$ cat config.mk
export PLATFORM = sky130hd
export DESIGN_NAME = pgsr_top
export DESIGN_NICKNAME = d
export VERILOG_FILES = /design/src/logic/pgsr_pkg.sv /design/src/logic/pgsr_gain_if.sv /design/src/logic/pgsr_top.sv /design/src/logic/pgsr_decode.sv
export SDC_FILE = /design/constraint.sdc
export NUM_CORES = 1
export LEC_CHECK = 0
export BUFFER_PORTS_ARGS = -buffer_cell sky130_fd_sc_hd__buf_2
export CAP_MARGIN = 10
export CORE_MARGIN = 2
export CORE_UTILIZATION = 47
export DETAILED_ROUTE_END_ITERATION = 10
export HOLD_SLACK_MARGIN = 0.12
export PLACE_DENSITY = 0.87
export SYNTH_ARGS = -nofsm -noshare
export SYNTH_HDL_FRONTEND = slang
export SYNTH_HIERARCHICAL = 1
export SYNTH_SLANG_ARGS = --single-unit
$ cat constraint.sdc
create_clock -name pclk -period 2.25 [get_ports pclk]
set_clock_uncertainty 0.15 [all_clocks]
set_input_delay 0.1125 -clock pclk [delete_from_list [all_inputs] [get_ports pclk]]
set_output_delay 0.1125 -clock pclk [all_outputs]
set_load 0.01 [all_outputs]
$ cat src/logic/pgsr_pkg.sv
// Shared constants for the amplifier gain select register bank.
package pgsr_pkg;

    // Bus widths.
    localparam int unsigned PGSR_ADDR_W    = 12;
    localparam int unsigned PGSR_DATA_W    = 32;
    localparam int unsigned PGSR_REG_W     = 16;

    // Channel and field geometry.
    localparam int unsigned PGSR_NUM_CH    = 8;
    localparam int unsigned PGSR_CH_PER_REG = 4;
    localparam int unsigned PGSR_CODE_W    = 3;
    localparam int unsigned PGSR_FIELD_PITCH = 4;
    localparam int unsigned PGSR_GAIN_W    = 8;

    // Register indices as printed; the byte address is four times the index.
    localparam logic [PGSR_ADDR_W-1:0] PGSR_IDX_GAIN_LOW  = 12'h004;
    localparam logic [PGSR_ADDR_W-1:0] PGSR_IDX_GAIN_HIGH = 12'h005;
    localparam logic [PGSR_ADDR_W-1:0] PGSR_ADDR_GAIN_LOW  = PGSR_ADDR_W'(PGSR_IDX_GAIN_LOW * 4);
    localparam logic [PGSR_ADDR_W-1:0] PGSR_ADDR_GAIN_HIGH = PGSR_ADDR_W'(PGSR_IDX_GAIN_HIGH * 4);

    // Reset values and the mask of bits that hold state (reserved bits excluded).
    localparam logic [PGSR_REG_W-1:0] PGSR_RST_GAIN = 16'h0000;
    localparam logic [PGSR_REG_W-1:0] PGSR_FIELD_MASK = 16'h7777;
    localparam logic [PGSR_CODE_W-1:0] PGSR_CODE_RST = 3'h0;
    localparam logic [PGSR_GAIN_W-1:0] PGSR_GAIN_RST = 8'h01;

    // Phases of the bus slave.
    typedef enum logic
    {
        PGSR_IDLE,
        PGSR_ACCESS
    } pgsr_phase_e;

endpackage : pgsr_pkg

$ cat src/logic/pgsr_gain_if.sv
`timescale 1ns/1ps
// Carries the stored gain codes to the decoder and the decoded selects back.
interface pgsr_gain_if;
    import pgsr_pkg::*;

    logic [PGSR_CODE_W-1:0] code [PGSR_NUM_CH];
    logic [PGSR_GAIN_W-1:0] sel  [PGSR_NUM_CH];

    // The register bank drives codes and reads selects.
    modport src (output code, input sel);
    // The decoder reads codes and drives selects.
    modport dec (input code, output sel);

endinterface : pgsr_gain_if

$ cat src/logic/pgsr_top.sv
// Register access over APB was left to the implementer.
`timescale 1ns/1ps
// What this block does
// RULE1: Low-channel register at index 4, resets zero.
// RULE2: High-channel register at index 5, resets zero.
// RULE3: Channel 0 code is low bits 2:0.
// RULE4: Channel 1 code is low bits 6:4.
// RULE5: Channel 2 code is low bits 10:8.
// RULE6: Channel 3 code is low bits 14:12.
// RULE7: Channel 4 code is high bits 2:0.
// RULE8: Channel 5 code is high bits 6:4.
// RULE9: Channel 6 code is high bits 10:8.
// RULE10: Channel 7 code is high bits 14:12.
// RULE11: Reads return codes, reserved zero; writes apply.
module pgsr_top
    import pgsr_pkg::*;
(
    input  wire logic                    pclk,
    input  wire logic                    presetn,
    input  wire logic                    psel,
    input  wire logic                    penable,
    input  wire logic                    pwrite,
    input  wire logic [PGSR_ADDR_W-1:0]  paddr,
    input  wire logic [PGSR_DATA_W-1:0]  pwdata,
    output logic      [PGSR_DATA_W-1:0]  prdata,
    output logic                         pready,
    output logic                         pslverr,
    output logic      [PGSR_CODE_W-1:0]  amp_code_ch0,
    output logic      [PGSR_CODE_W-1:0]  amp_code_ch1,
    output logic      [PGSR_CODE_W-1:0]  amp_code_ch2,
    output logic      [PGSR_CODE_W-1:0]  amp_code_ch3,
    output logic      [PGSR_CODE_W-1:0]  amp_code_ch4,
    output logic      [PGSR_CODE_W-1:0]  amp_code_ch5,
    output logic      [PGSR_CODE_W-1:0]  amp_code_ch6,
    output logic      [PGSR_CODE_W-1:0]  amp_code_ch7,
    output logic      [PGSR_GAIN_W-1:0]  gain_sel_ch0,
    output logic      [PGSR_GAIN_W-1:0]  gain_sel_ch1,
    output logic      [PGSR_GAIN_W-1:0]  gain_sel_ch2,
    output logic      [PGSR_GAIN_W-1:0]  gain_sel_ch3,
    output logic      [PGSR_GAIN_W-1:0]  gain_sel_ch4,
    output logic      [PGSR_GAIN_W-1:0]  gain_sel_ch5,
    output logic      [PGSR_GAIN_W-1:0]  gain_sel_ch6,
    output logic      [PGSR_GAIN_W-1:0]  gain_sel_ch7
);

    // Address decode used by both the read path and the write path.
    function automatic logic [1:0] pgsr_addr_hit(input logic [PGSR_ADDR_W-1:0] addr);
        logic [1:0] hit;
        hit[0] = (addr == PGSR_ADDR_GAIN_LOW);
        hit[1] = (addr == PGSR_ADDR_GAIN_HIGH);
        return hit;
    endfunction : pgsr_addr_hit

    // Bus slave state.
    pgsr_phase_e             phase_r;
    pgsr_phase_e             phase_nxt;
    logic                    pready_r;
    logic                    pready_nxt;
    logic                    pslverr_r;
    logic                    pslverr_nxt;
    logic [PGSR_DATA_W-1:0]  prdata_r;
    logic [PGSR_DATA_W-1:0]  prdata_nxt;

    // Gain registers; only field bits ever hold state.
    logic [PGSR_REG_W-1:0]   gain_low_r;
    logic [PGSR_REG_W-1:0]   gain_low_nxt;
    logic [PGSR_REG_W-1:0]   gain_high_r;
    logic [PGSR_REG_W-1:0]   gain_high_nxt;

    // Decoded bus conditions.
    logic                    setup_phase;
    logic                    access_done;
    logic [1:0]              setup_hit;
    logic [1:0]              access_hit;
    logic                    setup_mapped;
    logic                    wr_low;
    logic                    wr_high;
    logic [PGSR_REG_W-1:0]   wdata_masked;
    logic [PGSR_REG_W-1:0]   rd_word;

    // Carrier between the bank and the decoder.
    pgsr_gain_if             gif ();

    // A setup cycle is psel without penable; the access completes on the
    // edge where our own pready is already high, so the answer is zero-wait.
    assign setup_phase  = psel && !penable;
    assign access_done  = psel && penable && pready_r;
    assign setup_hit    = pgsr_addr_hit(paddr);
    assign access_hit   = pgsr_addr_hit(paddr);
    assign setup_mapped = |setup_hit;

    // RULE11 reserved dropped
    // Reserved bits are never stored, so they read back as zero whatever
    // the host writes; the upper half of the bus word is ignored.
    assign wdata_masked = pwdata[PGSR_REG_W-1:0] & PGSR_FIELD_MASK;

    // RULE1 low decode
    assign wr_low  = access_done && pwrite && access_hit[0];
    // RULE2 high decode
    assign wr_high = access_done && pwrite && access_hit[1];

    // RULE11 write applies
    assign gain_low_nxt  = wr_low  ? wdata_masked : gain_low_r;
    assign gain_high_nxt = wr_high ? wdata_masked : gain_high_r;

    // RULE11 read mux
    // Read data is captured in the setup cycle; no write can land between
    // setup and completion of the same transfer, so the value is current.
    assign rd_word = setup_hit[0] ? (gain_low_r  & PGSR_FIELD_MASK) :
                     setup_hit[1] ? (gain_high_r & PGSR_FIELD_MASK) :
                                    PGSR_RST_GAIN;

    // Next-state logic of the bus slave.
    always_comb
    begin
        phase_nxt   = phase_r;
        pready_nxt  = pready_r;
        pslverr_nxt = pslverr_r;
        prdata_nxt  = prdata_r;
        case (phase_r)
            PGSR_IDLE:
            begin
                if (setup_phase)
                begin
                    phase_nxt   = PGSR_ACCESS;
                    pready_nxt  = 1'b1;
                    // Unmapped addresses answer with an error and zero data.
                    pslverr_nxt = !setup_mapped;
                    prdata_nxt  = pwrite ? '0 : {{(PGSR_DATA_W-PGSR_REG_W){1'b0}}, rd_word};
                end
            end
            PGSR_ACCESS:
            begin
                // Ready and error fall once the transfer has completed,
                // or if the master abandoned the transfer.
                if (access_done || !psel)
                begin
                    phase_nxt   = PGSR_IDLE;
                    pready_nxt  = 1'b0;
                    pslverr_nxt = 1'b0;
                end
            end
            default:
            begin
                phase_nxt   = PGSR_IDLE;
                pready_nxt  = 1'b0;
                pslverr_nxt = 1'b0;
            end
        endcase
    end

    // Bus slave flops.
    always_ff @(posedge pclk or negedge presetn)
    begin
        if (!presetn)
        begin
            phase_r   <= PGSR_IDLE;
            pready_r  <= 1'b0;
            pslverr_r <= 1'b0;
            prdata_r  <= '0;
        end
        else
        begin
            phase_r   <= phase_nxt;
            pready_r  <= pready_nxt;
            pslverr_r <= pslverr_nxt;
            prdata_r  <= prdata_nxt;
        end
    end

    // RULE1 low reset
    // RULE2 high reset
    // Both gain registers return to gain 1 on every channel at reset.
    always_ff @(posedge pclk or negedge presetn)
    begin
        if (!presetn)
        begin
            gain_low_r  <= PGSR_RST_GAIN;
            gain_high_r <= PGSR_RST_GAIN;
        end
        else
        begin
            gain_low_r  <= gain_low_nxt;
            gain_high_r <= gain_high_nxt;
        end
    end

    // Field extraction: channel k of a register sits at bit 4*k, three bits
    // wide, with the reserved bit above it.
    genvar k;
    generate
        for (k = 0; k < PGSR_CH_PER_REG; k++)
        begin : g_field
            // RULE3 RULE4 RULE5 RULE6 low fields
            assign gif.code[k] = gain_low_r[k*PGSR_FIELD_PITCH +: PGSR_CODE_W];
            // RULE7 RULE8 RULE9 RULE10 high fields
            assign gif.code[k+PGSR_CH_PER_REG] = gain_high_r[k*PGSR_FIELD_PITCH +: PGSR_CODE_W];
        end
    endgenerate

    // RULE3 shared decode
    // One decoder serves all eight channels, so the power-of-two mapping
    // cannot drift between channels.
    pgsr_decode u_decode
    (
        .pclk    (pclk),
        .presetn (presetn),
        .gif     (gif)
    );

    // Bus outputs come straight from their flops.
    assign prdata  = prdata_r;
    assign pready  = pready_r;
    assign pslverr = pslverr_r;

    // Code outputs are register bits; they change on the write edge.
    assign amp_code_ch0 = gif.code[0];
    assign amp_code_ch1 = gif.code[1];
    assign amp_code_ch2 = gif.code[2];
    assign amp_code_ch3 = gif.code[3];
    assign amp_code_ch4 = gif.code[4];
    assign amp_code_ch5 = gif.code[5];
    assign amp_code_ch6 = gif.code[6];
    assign amp_code_ch7 = gif.code[7];

    // Select outputs come from the decoder flops, one edge after the code.
    assign gain_sel_ch0 = gif.sel[0];
    assign gain_sel_ch1 = gif.sel[1];
    assign gain_sel_ch2 = gif.sel[2];
    assign gain_sel_ch3 = gif.sel[3];
    assign gain_sel_ch4 = gif.sel[4];
    assign gain_sel_ch5 = gif.sel[5];
    assign gain_sel_ch6 = gif.sel[6];
    assign gain_sel_ch7 = gif.sel[7];

endmodule : pgsr_top

$ cat src/logic/pgsr_decode.sv
`timescale 1ns/1ps
// Turns each channel's gain code into a registered one-hot amplifier select.
module pgsr_decode
    import pgsr_pkg::*;
(
    input wire logic   pclk,
    input wire logic   presetn,
    pgsr_gain_if.dec   gif
);

    // Code n selects gain two to the power n, so bit n of the select is set.
    function automatic logic [PGSR_GAIN_W-1:0] pgsr_code_to_sel(input logic [PGSR_CODE_W-1:0] code);
        logic [PGSR_GAIN_W-1:0] sel;
        sel = PGSR_GAIN_RST << code;
        return sel;
    endfunction : pgsr_code_to_sel

    genvar ch;
    generate
        for (ch = 0; ch < PGSR_NUM_CH; ch++)
        begin : g_ch
            logic [PGSR_GAIN_W-1:0] sel_nxt;
            logic [PGSR_GAIN_W-1:0] sel_r;

            assign sel_nxt = pgsr_code_to_sel(gif.code[ch]);

            // Registered so the analogue stage never sees a decode glitch.
            always_ff @(posedge pclk or negedge presetn)
            begin
                if (!presetn)
                    sel_r <= PGSR_GAIN_RST;
                else
                    sel_r <= sel_nxt;
            end

            assign gif.sel[ch] = sel_r;
        end
    endgenerate

endmodule : pgsr_decode

## Word level (Yosys, flattened, before mapping)

Cells that the tools add are included.

- $add $sub $neg: 0
- Multiply operators: 0
- Divide/modulo/power cells: 0
- $lt $le $gt $ge: 0
- Equal/unequal tests: 4
- Shifts and indexed selects: 8
- Mux-type cells: 11
- Bitwise gates (word level): 1
- Reduce and logical (&&, ||, !) cells: 13

Operators with widths:

| kind | number |
|---|---|
| 1-bit by 3-bit left shift with 8-bit output, first input constant | 8 |
| 15-bit 2-to-1 mux | 3 |
| 12-bit by 5-bit == test with 1-bit output, second input constant | 2 |
| 1-bit logical AND | 6 |
| 1-bit case mux with 2 select lines | 3 |
| 1-bit 2-to-1 mux | 5 |
| 2-bit AND reduction | 2 |
| 1-bit logical NOT | 3 |
| 2-bit by 1-bit inequality test with 1-bit output, second input constant | 1 |
| 2-bit inequality test, second input constant | 1 |
| 2-bit OR reduction | 1 |
| 1-bit logical OR | 1 |
| 1-bit inverter | 1 |

- Register bits after elaboration: 123
- Latch bits: 0
- Bits in writable memories: 0
- Memory bits (read-only): 0
- Input port bits: 49
- Output and inout port bits: 122
- Logic and storage cells: 51
- Memories kept: 0

## Logic depth before layout (Yosys ltp)

- Depth after elaboration: 5
- Depth in mapped cells: 5
- Depth with buffers taken out: 4

## Hierarchy

The synthesis kept the hierarchy.

Modules (own cells, without submodules):

| module | times used | cells an instance | area an instance (um2) | seq. area each (um2) |
|---|---|---|---|---|
| pgsr_decode | 1 | 128 | 2132.0 | 1611.5 |
| pgsr_top | 1 | 145 | 1899.3 | 975.9 |

## Worst setup path after synthesis

OpenSTA, ideal clock, no wires.

- Kind: flip-flop to flip-flop
- From: register pready_r, in the netlist pready
- To: register gain_low_r[10]
- Setup time: 0.127 ns
- Data arrival time: 1.438 ns
- Data required time: 1.973 ns
- Path slack: 0.535 ns
- Stages on the path, launching flop included: 6
- Path buffers: 1
- Clock period less this slack: 1.715 ns
- Cell sequence: dfrtp_1 -> and4_1 -> and3_1 -> and3b_4 -> buf_6 -> mux2_1

- Word-level cells in the longest chain between the ends: 3

RTL lines:

| item | RTL line | text |
|---|---|---|
| start, declared | pgsr_top.sv:57 | `logic pready_r;` |
| start signal, assigned | pgsr_top.sv:165 | `pready_r <= pready_nxt;` |
| 1-bit logical AND | pgsr_top.sv:87 | `assign access_done = psel && penable && pready_r;` |
| 1-bit logical AND (2 in series) | pgsr_top.sv:98 | `assign wr_low = access_done && pwrite && access_hit[0];` |
| end signal, assigned | pgsr_top.sv:183 | `gain_low_r <= gain_low_nxt;` |
| end, declared | pgsr_top.sv:65 | `logic [PGSR_REG_W-1:0] gain_low_r;` |

Every way passes these cells.
A chain may end at the register's enable or synchronous reset.

## Worst setup path in the final report

- From: input paddr[0]
- To: register gain_low_r[1]

- Word-level cells in the longest chain between the ends: 2

RTL lines:

| item | RTL line | text |
|---|---|---|
| start, declared | pgsr_top.sv:23 | `input wire logic [PGSR_ADDR_W-1:0] paddr,` |
| 12-bit by 5-bit == test with 1-bit output | pgsr_top.sv:49 | `hit[0] = (addr == PGSR_ADDR_GAIN_LOW);` |
| 1-bit logical AND | pgsr_top.sv:98 |  |

Every way passes these cells.

==> results by group <==
Status
  • Status: finished, final reports clean

Final layout
  • P&R area growth vs syn: 29.58%
  • Nets: 488
  • Fraction of layout cells with a size suffix above 1: between 40% and 50%
  • Fillers: 655
  • ANT cells: 0

Hold path
  • Path type of the worst min-delay path: input pin to async pin

Yosys
  • Mapped Cells: 273
  • Main flop type after synthesis: dfrtp_1
  • Asr flop ratio synth: between 90% and 100%
  • Cell variety after synth: 30
  • Post-synthesis sequential area ratio: 64.18%
  • Synth Area in Simple Gates: 17.01%
  • Largest family of logic cells by synthesized area: simple AND/OR/NAND/NOR gates
  • Synth Area in XOR/XNOR: 0%
  • Warnings from Yosys: 6
  • Synth top area share: 58.97%
  • Synthesis-stage register bit count: 103
  • Multiplexer share of the synthesized area: 10.61%
  • Post-Syn Area: 4031 µm²
  • Compound-Gate Fraction of Synth Area: approximately 3%
  • Post-Synth Adder-Cell Area: less than 1%
  • Most numerous cell in the Yosys netlist: dfrtp_1
  • Number of enable flip-flop cells after synthesis: 0
  • Synth area leader: dfrtp_1
  • Most frequent cells after synthesis: dfrtp_1 (95), and3b_2 (24), nor3b_1 (24)
  • Avg Synthesized Cell Area: 14.77 µm²
  • Synth area leaders: dfrtp_1 (59%), and3b_2 (6.0%), dfstp_2 (5.2%), nor3b_1 (4.5%), buf_4 (3.7%)

Critical path
  • Max stage delay on crit path: approximately 0.55 ns
  • Worst Path Arrival: around 2.2 ns
  • R2R setup slack: between 0.3 and 0.4 ns
  • Critical-path cell list: dlygate4sd3_1 -> buf_2 -> nor4_2 -> and3_1 -> and3b_4 -> mux2_2
  • Crit-path max FO: 12
  • Critical path launch point type: input pin
  • Worst r2r src: pready$_DFFE_PN0P_
  • Crit. End Element: register
  • FF-to-FF End: gain_low_r[1]$_DFFE_PN0P_
  • CP Launch Point: paddr[0]
  • Setup CP Type: input pin to register
  • R2r worst-path depth: 4
  • Required @ worst endpoint: 2.33 ns
  • CP endpoint: gain_low_r[1]$_DFFE_PN0P_
  • Slowest CP cell: dlygate4sd3_1

Timing
  • Fin Hold WS: 0.1284 ns
  • Min Tclk post-route: roughly 2.1 ns
  • Worst relative slew slack: ~66%
  • Peak Freq: 0.4802 GHz
  • RSZ-0062 raised after global routing: false
  • Final hold vios: 0
  • Period Utilization, post-route: 92.56%
  • Final setup viols: 0
  • Final Max Tran Viols: 0
  • Fin Setup TNS: 0 ns
  • Worst-Margin Slew: 0.5125 ns

Floorplanning
  • Die Span X: 96.62 µm
  • IO Count: 171
  • # rows: 33
  • Full die area: roughly 9300 µm²
  • Core area: 8258 µm²
  • Die height: between 90 and 100 µm
  • Initial core utilization: 48.82%

GRT
  • Largest net degree at the start of global routing: 51
  • GRT Total Usage: 18.25%
  • Total overflow reported by the global router: 0
  • First-pass GRT wire length: 13750 µm
  • Initial antenna violation count: 0
  • Vias in the first global route: about 2700

Clock network
  • Clock buffer depth: 2
  • Clk root buf: clkbuf_8
  • H-tree Lvls: 3
  • Clk slew on worst S/H paths: 0.10 ns
  • Num CTS Buffers: 9
  • CTS sink cnt: around 100
  • Worst skew pair latency: 0.35 ns
  • CTS tree: yes

Detailed routing
  • Total wire length: 8555 µm
  • Vias: 2719
  • Drt wl/cell: ~16 µm
  • Routed Antenna Nets: 0
  • Starting DRC count in detailed routing: 54
  • Drt pass-1 iters: 6
  • Vias per cell: around 5.0
  • Residual DRC: 0

Placed design
  • Post-DP HPWL: 5541 µm
  • RD Place Congestion: about 0.76
  • I/O Buffers: 130

Flow run
  • Max_cap viols: 0

Power
  • Leak: approximately 0.0030 µW
  • Peak VDD IR: 0.3854 mV
  • Power per cell area: 584.5 nW/µm²
[per-stage QoR]
stage          area, µm²  util [%]  setup WS (ns)  total power [µW]  cells
2_1_floorplan       4103         -         0.5349              1970    292
3_3_place_gp        4727     57.24         0.3515              2024    504
3_5_place_dp        4727     57.24         0.2879              2028    504
4_1_cts             5169     62.59         0.1051              3077    547
5_1_grt             5224     63.26        0.09623              3188    549
6_report            5224     63.26         0.1673              3053    549
[kinds of logic (layout without fill, tap and decap cells)]
family / Yosys count / in the layout
DFF: 103 / 103
and+or+nand+nor: 90 / 90
muxes: 36 / 36
buffers and inverters: 27 / 179
AOI/OAI and AO/OA: 15 / 15
adders and majority gates: 1 / 1
other: 1 / 20
[sequential cells by signal, indices dropped and copies added, names as in the netlist]
register and cells:
u_decode/g_ch.sel_r 64, gain_high_r 12, pslverr 1, gain_low_r 12
prdata 12, phase_r 1, pready 1
[layout by cell type (no fill, tap or decap), drive strengths merged]
cell | synthesis | layout
dfrtp | 95 | 95
maj3 | 1 | 1
o21ai | 14 | 14
nor3 | 9 | 9
nand2 | 14 | 14
dlygate4sd3 | 0 | 26
dlymetal6s4s | 0 | 1
nand3 | 3 | 3
nor2b | 1 | 1
nor4b | 1 | 1
a32o | 1 | 1
and3b | 25 | 25
dfstp | 8 | 8
nor4 | 1 | 1
clkinvlp | 0 | 1
clkbuf | 3 | 10
conb | 1 | 20
and4 | 1 | 1
and2 | 1 | 1
mux2 | 24 | 24
nor3b | 24 | 24
and3 | 9 | 9
or3 | 1 | 1
clkinv | 0 | 3
mux2i | 12 | 12
inv | 1 | 3
buf | 23 | 135
[worst max-delay path: cells and delay by family]
kind / cells / cell delay (ns)
buffers and inverters: 2 / 0.69
AND/OR/NAND/NOR: 3 / 0.98
multiplexers: 1 / 0.37
[how the worst min path moves through the flow]
stage	to
after floorplan	gain_high_r[0]$_DFFE_PN0P_
after global placement	u_decode/g_ch[3].sel_r[3]$_DFF_PN0_
after detailed placement	u_decode/g_ch[3].sel_r[6]$_DFF_PN0_
after CTS	u_decode/g_ch[3].sel_r[6]$_DFF_PN0_
after global routing	u_decode/g_ch[3].sel_r[7]$_DFF_PN0_
final	u_decode/g_ch[3].sel_r[6]$_DFF_PN0_
[timing repair]
action,CTS,global route
gates resized for setup,0,3
endpoints found under the setup margin,0,24
hold endpoints to repair,135,0
setup buffers,0,2
hold buffers,27,0
[cell type report]
cell class / count / area, µm² / area share (%)
sequential: 103 / 2587 / 49.53
multi-input combinational: 162 / 1329 / 25.44
timing repair buffer: 162 / 1001 / 19.16
tap: 105 / 131.4 / 2.515
clock buffer: 10 / 127.6 / 2.443
clock inverter: 6 / 43.79 / 0.8383
inverter: 1 / 3.754 / 0.07186
[layer usage]
metal | GRT usage [%] | wire, µm | vias up
met1 | 22.52 | 3388 | 1333
met2 | 31.09 | 4454 | 117
met4 | 5.417 | 148 | 0
met3 | 5.564 | 563 | 16
li1 | - | - | 1253
met5 | 0 | 0 | -
[report_power, final]
group	total [µW]	internal [µW]	switching, µW
logic	171	73.2	98.2
clock network	1020	410	608
registers	1860	1860	7.17
No activity file was read; power rests on OpenSTA's default activity.
